==> src/logic/ipc_regs.vh <==
// constants of the pin configuration register bank
// assumes the bank is decoded at its base by the system bus fabric
`ifndef IPC_REGS_VH
`define IPC_REGS_VH

// ***************************************************************
// address map
// ***************************************************************
`define IPC_BASE_ADDR 32'hfffe5000
`define IPC_ADDR_W 12
`define IPC_OFS_EBI_SEL 12'h000
`define IPC_OFS_PD_SEL 12'h004
`define IPC_OFS_PE_SEL 12'h008
`define IPC_OFS_TMR_SEL 12'h00c
`define IPC_OFS_DISP_SEL 12'h010
`define IPC_OFS_PA_PULL 12'h014
`define IPC_OFS_PB_PULL 12'h018
`define IPC_OFS_PC_PULL 12'h01c
`define IPC_OFS_PD_PULL 12'h020
`define IPC_OFS_PE_PULL 12'h024
`define IPC_OFS_ADC_SEL 12'h028

// ***************************************************************
// field widths
// ***************************************************************
`define IPC_EBI_W 15
`define IPC_PD_W 11
`define IPC_REG16_W 16
`define IPC_DISP_MODE_W 2
`define IPC_DISP_PINS 16
`define IPC_PD_PINS 7
`define IPC_DATA_BIT 14

// ***************************************************************
// reset values
// ***************************************************************
`define IPC_RST_EBI_16BIT 15'h4000
`define IPC_RST_EBI_8BIT 15'h0000
`define IPC_RST_PD_SEL 11'h000
`define IPC_RST_SEL16 16'h0000
`define IPC_RST_PA_PULL 16'haaaa
`define IPC_RST_PB_PULL 16'h0555
`define IPC_RST_PC_PULL 16'h0000
`define IPC_RST_PD_PULL 16'h095a
`define IPC_RST_PE_PULL 16'h4455

// ***************************************************************
// display modes and port d codes
// ***************************************************************
`define IPC_DISP_GPIO 2'h0
`define IPC_DISP_NARROW 2'h1
`define IPC_DISP_WIDE 2'h2
`define IPC_DISP_FULL 2'h3
`define IPC_MASK_NARROW 16'h00ff
`define IPC_MASK_WIDE 16'h0fff
`define IPC_MASK_FULL 16'hffff
`define IPC_MASK_NONE 16'h0000
`define IPC_PD_GPIO 2'h0
`define IPC_PD_RSTCOND 2'h3

`endif

==> src/logic/ipc_disp_decode.v <==
// display mode to display pin ownership decoder
// assumes a registered mode input; purely combinational
`timescale 1ns/1ps
`include "ipc_regs.vh"

module ipc_disp_decode (
   // mode in
   input wire [`IPC_DISP_MODE_W-1:0] i_mode,
   // per pin ownership, 1 = display controller
   output reg [`IPC_DISP_PINS-1:0] o_disp_own
);

   // ***************************************************************
   // mode decode
   // ***************************************************************
   // pins are granted by mode, never one by one [RULE6]
   always @*
   begin
      case (i_mode)
         `IPC_DISP_GPIO: o_disp_own = `IPC_MASK_NONE;
         `IPC_DISP_NARROW: o_disp_own = `IPC_MASK_NARROW;
         `IPC_DISP_WIDE: o_disp_own = `IPC_MASK_WIDE;
         `IPC_DISP_FULL: o_disp_own = `IPC_MASK_FULL;
         default: o_disp_own = `IPC_MASK_NONE;
      endcase
   end

endmodule

==> src/logic/ipc_io_pin_config.v <==
// pin configuration register bank: apb slave holding pin selects,
// display mode and pull resistor controls
// assumes base address decode upstream and a boot width strap
// that is stable around reset release
//
// Behaviour
// [RULE1] apb slave; every control register readable and writable
// [RULE2] master uses full word accesses only
// [RULE3] after reset gpio owns every shared pin except data bit 14; in 8-bit boot the code gives bit 14 to gpio too
// [RULE4] external bus select resets to 0x4000 in 16-bit boot else 0
// [RULE5] alternate function applies only once its select is programmed
// [RULE6] display register takes a mode, mode decides pin ownership
// [RULE7] five pull registers with per-pin function defaults
// [RULE8] registers at base 0xfffe5000, offsets 0x00 to 0x28 by four
// [RULE9] port d/e, timer, display, analog selects reset to zero
// [RULE10] port a, b, c pull registers reset 0xaaaa, 0x0555, 0x0000
// [RULE11] port d pull resets 0x095a, port e pull resets 0x4455
// [RULE12] writing the reset-condition code gives the post-reset setting
// [RULE13] external bus bits route to bus when set; 31:15 read only
// [RULE14] reserved bits read zero and writes to them do nothing
`timescale 1ns/1ps
`include "ipc_regs.vh"

module ipc_io_pin_config (
   // clock and reset
   input wire i_clk,
   input wire i_rst,
   // boot strap, high for 16-bit boot
   input wire i_boot_16bit,
   // apb slave
   input wire i_psel,
   input wire i_penable,
   input wire i_pwrite,
   input wire [`IPC_ADDR_W-1:0] i_paddr,
   input wire [31:0] i_pwdata,
   output wire [31:0] o_prdata,
   output wire o_pready,
   output wire o_pslverr,
   // pin selects
   output wire [`IPC_EBI_W-1:0] o_ebi_sel,
   output wire [2*`IPC_PD_PINS-1:0] o_port_d_func,
   output wire [`IPC_REG16_W-1:0] o_port_e_sel,
   output wire [`IPC_REG16_W-1:0] o_timer_sel,
   output wire [`IPC_DISP_PINS-1:0] o_disp_own,
   output wire [`IPC_REG16_W-1:0] o_adc_sel,
   // pull controls
   output wire [`IPC_REG16_W-1:0] o_port_a_pull,
   output wire [`IPC_REG16_W-1:0] o_port_b_pull,
   output wire [`IPC_REG16_W-1:0] o_port_c_pull,
   output wire [`IPC_REG16_W-1:0] o_port_d_pull,
   output wire [`IPC_REG16_W-1:0] o_port_e_pull
);

   // ***************************************************************
   // functions
   // ***************************************************************
   // code 11 is the reset condition and behaves as 00
   function [1:0] pd_code;
      input [1:0] raw;
      begin
         if (raw == `IPC_PD_RSTCOND)
            pd_code = `IPC_PD_GPIO; // [RULE12]
         else
            pd_code = raw;
      end
   endfunction

   // full word, aligned, inside the map
   function is_hit;
      input [`IPC_ADDR_W-1:0] a;
      input [`IPC_ADDR_W-1:0] ofs;
      begin
         is_hit = (a == ofs);
      end
   endfunction

   // ***************************************************************
   // registers
   // ***************************************************************
   reg [`IPC_EBI_W-1:0] ebi_q;
   reg [`IPC_PD_W-1:0] pd_sel_q;
   reg [`IPC_REG16_W-1:0] pe_sel_q;
   reg [`IPC_REG16_W-1:0] tmr_sel_q;
   reg [`IPC_DISP_MODE_W-1:0] disp_mode_q;
   reg [`IPC_REG16_W-1:0] pa_pull_q;
   reg [`IPC_REG16_W-1:0] pb_pull_q;
   reg [`IPC_REG16_W-1:0] pc_pull_q;
   reg [`IPC_REG16_W-1:0] pd_pull_q;
   reg [`IPC_REG16_W-1:0] pe_pull_q;
   reg [`IPC_REG16_W-1:0] adc_sel_q;
   reg strap_done_q;
   reg [31:0] prdata_q;
   reg [31:0] prdata_d;
   reg pready_q;
   reg pslverr_q;
   reg hit_d;
   reg [`IPC_DISP_PINS-1:0] disp_own_q;
   reg [2*`IPC_PD_PINS-1:0] pd_func_q;
   reg [2*`IPC_PD_PINS-1:0] pd_func_d;
   wire [`IPC_DISP_PINS-1:0] disp_own_d;
   wire setup;
   wire wr;
   integer k;

   assign setup = i_psel & ~i_penable;
   // writes land in the access phase; no wait states are ever added
   assign wr = i_psel & i_penable & i_pwrite; // [RULE1]

   // ***************************************************************
   // read mux and decode
   // ***************************************************************
   // offsets are full byte addresses; low two bits must be zero [RULE8]
   // unused upper bits are padded with zero on read [RULE14]
   always @*
   begin
      prdata_d = 32'h0000_0000;
      hit_d = 1'b1;
      if (is_hit(i_paddr, `IPC_OFS_EBI_SEL))
         prdata_d[`IPC_EBI_W-1:0] = ebi_q; // [RULE13]
      else if (is_hit(i_paddr, `IPC_OFS_PD_SEL))
         prdata_d[`IPC_PD_W-1:0] = pd_sel_q;
      else if (is_hit(i_paddr, `IPC_OFS_PE_SEL))
         prdata_d[`IPC_REG16_W-1:0] = pe_sel_q;
      else if (is_hit(i_paddr, `IPC_OFS_TMR_SEL))
         prdata_d[`IPC_REG16_W-1:0] = tmr_sel_q;
      else if (is_hit(i_paddr, `IPC_OFS_DISP_SEL))
         prdata_d[`IPC_DISP_MODE_W-1:0] = disp_mode_q;
      else if (is_hit(i_paddr, `IPC_OFS_PA_PULL))
         prdata_d[`IPC_REG16_W-1:0] = pa_pull_q;
      else if (is_hit(i_paddr, `IPC_OFS_PB_PULL))
         prdata_d[`IPC_REG16_W-1:0] = pb_pull_q;
      else if (is_hit(i_paddr, `IPC_OFS_PC_PULL))
         prdata_d[`IPC_REG16_W-1:0] = pc_pull_q;
      else if (is_hit(i_paddr, `IPC_OFS_PD_PULL))
         prdata_d[`IPC_REG16_W-1:0] = pd_pull_q;
      else if (is_hit(i_paddr, `IPC_OFS_PE_PULL))
         prdata_d[`IPC_REG16_W-1:0] = pe_pull_q;
      else if (is_hit(i_paddr, `IPC_OFS_ADC_SEL))
         prdata_d[`IPC_REG16_W-1:0] = adc_sel_q;
      else
         hit_d = 1'b0;
   end

   // ***************************************************************
   // apb response
   // ***************************************************************
   // read data and error are staged in the setup phase so that
   // every bus output comes straight from a flop
   always @(posedge i_clk or posedge i_rst)
   begin
      if (i_rst)
      begin
         prdata_q <= 32'h0000_0000;
         pslverr_q <= 1'b0;
         pready_q <= 1'b0;
      end
      else
      begin
         pready_q <= 1'b1;
         if (setup)
         begin
            prdata_q <= i_pwrite ? 32'h0000_0000 : prdata_d; // [RULE1]
            pslverr_q <= ~hit_d;
         end
         else if (~i_psel)
         begin
            prdata_q <= 32'h0000_0000;
            pslverr_q <= 1'b0;
         end
      end
   end

   // ***************************************************************
   // register writes
   // ***************************************************************
   // the strap is taken on the first edge after release, not under
   // the asynchronous reset; a bus write cannot occur that early
   always @(posedge i_clk or posedge i_rst)
   begin
      if (i_rst)
      begin
         ebi_q <= `IPC_RST_EBI_8BIT; // [RULE3]
         strap_done_q <= 1'b0;
         pd_sel_q <= `IPC_RST_PD_SEL; // [RULE9]
         pe_sel_q <= `IPC_RST_SEL16; // [RULE9]
         tmr_sel_q <= `IPC_RST_SEL16; // [RULE9]
         disp_mode_q <= `IPC_DISP_GPIO; // [RULE9]
         adc_sel_q <= `IPC_RST_SEL16; // [RULE9]
         pa_pull_q <= `IPC_RST_PA_PULL; // [RULE10] [RULE7]
         pb_pull_q <= `IPC_RST_PB_PULL; // [RULE10]
         pc_pull_q <= `IPC_RST_PC_PULL; // [RULE10]
         pd_pull_q <= `IPC_RST_PD_PULL; // [RULE11]
         pe_pull_q <= `IPC_RST_PE_PULL; // [RULE11]
      end
      else if (~strap_done_q)
      begin
         strap_done_q <= 1'b1;
         ebi_q <= i_boot_16bit ? `IPC_RST_EBI_16BIT
                               : `IPC_RST_EBI_8BIT; // [RULE4]
      end
      // only full words exist on this bus; upper bits are dropped
      else if (wr) // [RULE2]
      begin
         if (is_hit(i_paddr, `IPC_OFS_EBI_SEL))
            ebi_q <= i_pwdata[`IPC_EBI_W-1:0]; // [RULE13] [RULE5]
         if (is_hit(i_paddr, `IPC_OFS_PD_SEL))
            pd_sel_q <= i_pwdata[`IPC_PD_W-1:0]; // [RULE14]
         if (is_hit(i_paddr, `IPC_OFS_PE_SEL))
            pe_sel_q <= i_pwdata[`IPC_REG16_W-1:0];
         if (is_hit(i_paddr, `IPC_OFS_TMR_SEL))
            tmr_sel_q <= i_pwdata[`IPC_REG16_W-1:0];
         if (is_hit(i_paddr, `IPC_OFS_DISP_SEL))
            disp_mode_q <= i_pwdata[`IPC_DISP_MODE_W-1:0]; // [RULE6]
         if (is_hit(i_paddr, `IPC_OFS_PA_PULL))
            pa_pull_q <= i_pwdata[`IPC_REG16_W-1:0]; // [RULE7]
         if (is_hit(i_paddr, `IPC_OFS_PB_PULL))
            pb_pull_q <= i_pwdata[`IPC_REG16_W-1:0]; // [RULE7]
         if (is_hit(i_paddr, `IPC_OFS_PC_PULL))
            pc_pull_q <= i_pwdata[`IPC_REG16_W-1:0]; // [RULE7]
         if (is_hit(i_paddr, `IPC_OFS_PD_PULL))
            pd_pull_q <= i_pwdata[`IPC_REG16_W-1:0]; // [RULE7]
         if (is_hit(i_paddr, `IPC_OFS_PE_PULL))
            pe_pull_q <= i_pwdata[`IPC_REG16_W-1:0]; // [RULE7]
         if (is_hit(i_paddr, `IPC_OFS_ADC_SEL))
            adc_sel_q <= i_pwdata[`IPC_REG16_W-1:0];
      end
   end

   // ***************************************************************
   // pin ownership
   // ***************************************************************
   ipc_disp_decode u_disp (
      .i_mode (disp_mode_q),
      .o_disp_own (disp_own_d)
   );

   // port d: two bits per pin, seven pins, reset code folded to gpio
   always @*
   begin
      pd_func_d = {2*`IPC_PD_PINS{1'b0}};
      for (k = 0; k < `IPC_PD_PINS - 4; k = k + 1)
         pd_func_d[2*k +: 2] = {1'b0, pd_sel_q[k]};
      for (k = 0; k < 4; k = k + 1)
         pd_func_d[2*(k+3) +: 2] = pd_code(pd_sel_q[3+2*k +: 2]); // [RULE12]
   end

   // decoded ownership is registered: one cycle behind the register,
   // which keeps pin muxes glitch free after a write
   always @(posedge i_clk or posedge i_rst)
   begin
      if (i_rst)
      begin
         disp_own_q <= `IPC_MASK_NONE; // [RULE3]
         pd_func_q <= {2*`IPC_PD_PINS{1'b0}}; // [RULE5]
      end
      else
      begin
         disp_own_q <= disp_own_d; // [RULE6]
         pd_func_q <= pd_func_d; // [RULE5]
      end
   end

   // ***************************************************************
   // outputs
   // ***************************************************************
   assign o_prdata = prdata_q;
   assign o_pready = pready_q;
   assign o_pslverr = pslverr_q;
   assign o_ebi_sel = ebi_q;
   assign o_port_d_func = pd_func_q;
   assign o_port_e_sel = pe_sel_q;
   assign o_timer_sel = tmr_sel_q;
   assign o_disp_own = disp_own_q;
   assign o_adc_sel = adc_sel_q;
   assign o_port_a_pull = pa_pull_q;
   assign o_port_b_pull = pb_pull_q;
   assign o_port_c_pull = pc_pull_q;
   assign o_port_d_pull = pd_pull_q;
   assign o_port_e_pull = pe_pull_q;

endmodule

==> config.mk <==
export PLATFORM = sky130hd
export DESIGN_NAME = ipc_io_pin_config
export DESIGN_NICKNAME = d
export VERILOG_FILES = /design/src/logic/ipc_disp_decode.v /design/src/logic/ipc_io_pin_config.v
export VERILOG_INCLUDE_DIRS = /design/src /design/src/logic
export SDC_FILE = /design/constraint.sdc
export NUM_CORES = 1
export LEC_CHECK = 0
export ABC_AREA = 1
export BUFFER_PORTS_ARGS = -buffer_cell sky130_fd_sc_hd__buf_2
export CAP_MARGIN = 20
export CORE_AREA = 2 2 129 131
export DETAILED_ROUTE_END_ITERATION = 8
export DIE_AREA = 0 0 131 133
export PLACE_DENSITY_LB_ADDON = 0.25
export SETUP_SLACK_MARGIN = 0.1
export SLEW_MARGIN = 20
export SYNTH_ARGS = -nofsm -noshare
export SYNTH_HDL_FRONTEND = slang
export SYNTH_SLANG_ARGS = --single-unit
==> constraint.sdc <==
create_clock -name i_clk -period 9.7 [get_ports i_clk]
set_input_delay 1.94 -clock i_clk [delete_from_list [all_inputs] [get_ports i_clk]]
set_output_delay 1.94 -clock i_clk [all_outputs]
set_load 0.02 [all_outputs]
==> results by group <==
Yosys
  • Largest family of logic cells by synthesized area: simple AND/OR/NAND/NOR gates
  • Mapped Cells: around 1100
  • Simple-gate share of the synthesized area: 0.235
  • Top post-synthesis cells by area: dfrtp_1 (46%), nand2_1 (16%), o21ai_0 (9.6%)
  • Sequential area share after synthesis: 0.534
  • Compound-Gate Fraction of Synth Area: 0.129
  • Synth area leader: dfrtp_1
  • Synth unique cells: 34
  • Post-synthesis adder-cell area fraction: 0
  • Netlist Area Pre-Place: around 8900 µm²
  • Yosys warning total: 0
  • Flops & latches, synth: 188
  • Xor-xnor portion of the synthesized cell area: 0
  • Top cell type's share of synthesized area: 0.457
  • Synthesized area per cell: 8.05 µm²
  • Mux cell area share after synthesis: 0

GRT
  • Vias in the first global route: 7265
  • First-pass GRT wire length: roughly 38 mm
  • Initial antenna violation count: 0
  • Total gr overflow: 0
  • GRT Total Usage: 0.285
  • Largest net degree at the start of global routing: between 80 and 90

Drt
  • Total Wirelength: 24.2 mm
  • Post-route DRC violation count: 0
  • Wire per inst: approximately 16 µm
  • Initial DRC count: between 400 and 500
  • Pre-antenna DRT Iters: 5
  • ANT nets after route: 0
  • Vias: 7891
  • Via density: 5.21

Power
  • Peak supply drop: approximately 0.00012 V
  • Power Dens Cells: between 100 and 150 nW/µm²
  • Static Leak: roughly 5.8 nW

STA
  • Maximum operating frequency: roughly 230 MHz
  • Final period utilization: 0.442
  • Hold Vio Cnt, Final: 0
  • Unrepaired setup endpoints after global routing: no
  • Fin Setup TNS: 0 ns
  • Slew headroom: 0.317
  • Finish-stage setup viols: 0
  • Clock skew: just over 0.006 ns
  • Slew Limit Fails: 0
  • Tmin final: 4.28 ns
  • Least-Margin Pin Slew: 1.02 ns

Critical path
  • Setup crit start kind: input pin
  • CP Data Arrival Time: roughly 4.6 ns
  • CP peak stage delay: just over 0.8 ns
  • CP Cell Sequence: buf_2 -> inv_1 -> nand2_1 -> nor3_1 -> inv_1 -> nor2_1 -> inv_1 -> or2_2 -> nand2_1 -> nand2_1 -> nand2_1 -> nand2_1
  • Crit Path Max Fanout: 12
  • Slowest-stage cell, CP: nor2_1
  • Worst Setup End Kind: register
  • Setup CP Type: in -> reg
  • Cell mode on critical path: nand2_1
  • Worst Path Required: ~10 ns

Die
  • Die area: ~17000 µm²
  • Die extent in y: approximately 130 µm
  • Die W: ~130 µm
  • # IOs: between 200 and 300
  • Core outline area: 16200 µm²
  • Initial Utilization: 0.548
  • Rows: 47

Clocking
  • CTS tree: done
  • CTS Buf Count: 17
  • Clk Latency, worst-skew pair: ~0.43 ns
  • Clock Path Buffers: 2
  • Clock sink total: 188
  • Resized cells post-CTS: 0
  • Post-CTS setup buffers: 0
  • Clk pin slew, worst setup/hold paths: about 0.07 ns
  • H-tree depth: 4
  • Hold Buf Count CTS: 0
  • Root Driver: clkbuf_16

Final layout
  • Final core utilization: 0.647
  • Final nets: between 1000 and 1500
  • Antenna diode count: 0
  • Layout overhead on the synthesized area: 18.0%
  • Layout cells sized above 1: 0.241
  • Finished Cell Area: roughly 10000 µm²

Placed design
  • # port buffers: around 220
  • DPL Wire Length: ~17 mm
  • Gpl congestion: a little under 0.9
  • Dpl cell area: 9870 µm²

Run status
  • Status: completed

Run
  • Total of max-cap violations: 0

Worst hold path
  • HP Class: reg -> reg
## placed cells by master, fill, tap and decap left out, types with 2 or more instances in the layout
cell / instances
o21ai_0: 170
nor2_4: 6
clkbuf_8: 3
o22ai_1: 15
clkbuf_16: 17
nand2_1: 387
nand3_1: 22
clkinv_4: 2
nor2_2: 4
dfstp_2: 26
clkinvlp_4: 2
clkinv_1: 4
conb_1: 20
nand2_4: 2
bufinv_16: 2
nand3_2: 3
nand4_1: 13
buf_2: 221
buf_4: 2
nand2_2: 2
nor2_1: 51
o21ai_1: 10
clkinv_2: 5
a21oi_1: 6
dfrtp_1: 162
nor3_1: 6
inv_2: 4
inv_1: 102
or2_2: 7
o21bai_1: 9
## cell families (layout without fill, tap and decap cells)
| logic type | count (synthesis) | count (layout) |
|---|---|---|
| buffers and inverters | 191 | 367 |
| and+or+nand+nor | 506 | 506 |
| DFF | 188 | 188 |
| other | 2 | 20 |
| AOI/OAI and AO/OA | 215 | 215 |
## power breakdown
part | switching [W] | internal, W | total [W]
clock | 0.000295 | 0.000398 | 0.000693
sequential | 0.00000133 | 0.000786 | 0.000787
combinational | 0.0000491 | 0.0000107 | 0.0000598
total | 0.000345 | 0.00119 | 0.00154
## final cells by class
| type | instances | area [µm²] |
|---|---|---|
| clock buffers | 21 | 470 |
| multi-input cells | 741 | 3310 |
| inverters | 111 | 422 |
| fillers | 1423 | 5710 |
| well taps | 220 | 275 |
| flip-flops and latches | 188 | 4740 |
| clock inverters | 11 | 118 |
| repair buffers | 224 | 1130 |
## flip-flops by register name (all words and copies together), names as in the netlist
register / cells
disp_mode_q: 2
o_adc_sel: 16
o_prdata: 16
o_port_c_pull: 16
strap_done_q: 1
o_port_e_pull: 16
o_timer_sel: 16
o_port_d_pull: 16
o_pslverr: 1
o_ebi_sel: 15
o_port_a_pull: 16
pd_sel_q: 11
o_port_e_sel: 16
o_port_b_pull: 16
o_disp_own: 3
o_port_d_func: 11
## routing by layer
metal	GRT usage	share of wire	wire length, µm	vias up
met5	0	0	0	-
met4	0.127	0.035	841	0
met3	0.0514	0.060	1450	58
met2	0.463	0.50	12100	305
met1	0.373	0.41	9840	3735
li1	-	-	-	3793
## through the flow
step           setup WS [ns]  hold WS [ns]  total power [W]  cells
3_5_place_dp            5.06         0.381         0.000862   1484
6_report                5.42         0.396          0.00154   1516
5_1_grt                 5.16         0.406          0.00158   1516
3_3_place_gp            5.10         0.380         0.000861   1484
4_1_cts                 5.51         0.396          0.00155   1516
2_1_floorplan           2.69         0.367         0.000844   1120
## cell usage after synthesis, drive strengths merged
cell type    n
nand2      391
o21ai      180
dfrtp      162
inv        107
nor2        61
buf         50
clkbuf      30
dfstp       26
nand3       25
o22ai       15
nand4       13
o21bai       9
or2          8
nor3         7
a21oi        6
clkinv       4
conb         2
a21o         1
a32o         1
nor3b        1
o211ai       1
o21a         1
o31ai        1
## worst max-delay path: cells and delay by family
family / cells / cell delay [ns]
buffers and inverters: 4 / 0.80
AND/OR/NAND/NOR: 8 / 1.87
## final timing paths
check	to	start	slack, ns	cells past startpoint
worst max-delay path	o_prdata[0]	i_paddr[6]	5.42	12
worst min-delay path	o_port_d_func[0]	pd_sel_q[0]	0.40	0
worst max register to register	o_adc_sel[10]	strap_done_q	7.65	4
worst min register to register	o_port_d_func[0]	pd_sel_q[0]	0.40	0
max in group asynchronous	o_port_e_pull[9]	i_rst	6.37	4
min in group asynchronous	o_prdata[14]	i_rst	1.53	2
Note: power is estimated with default switching activity, not from simulation.
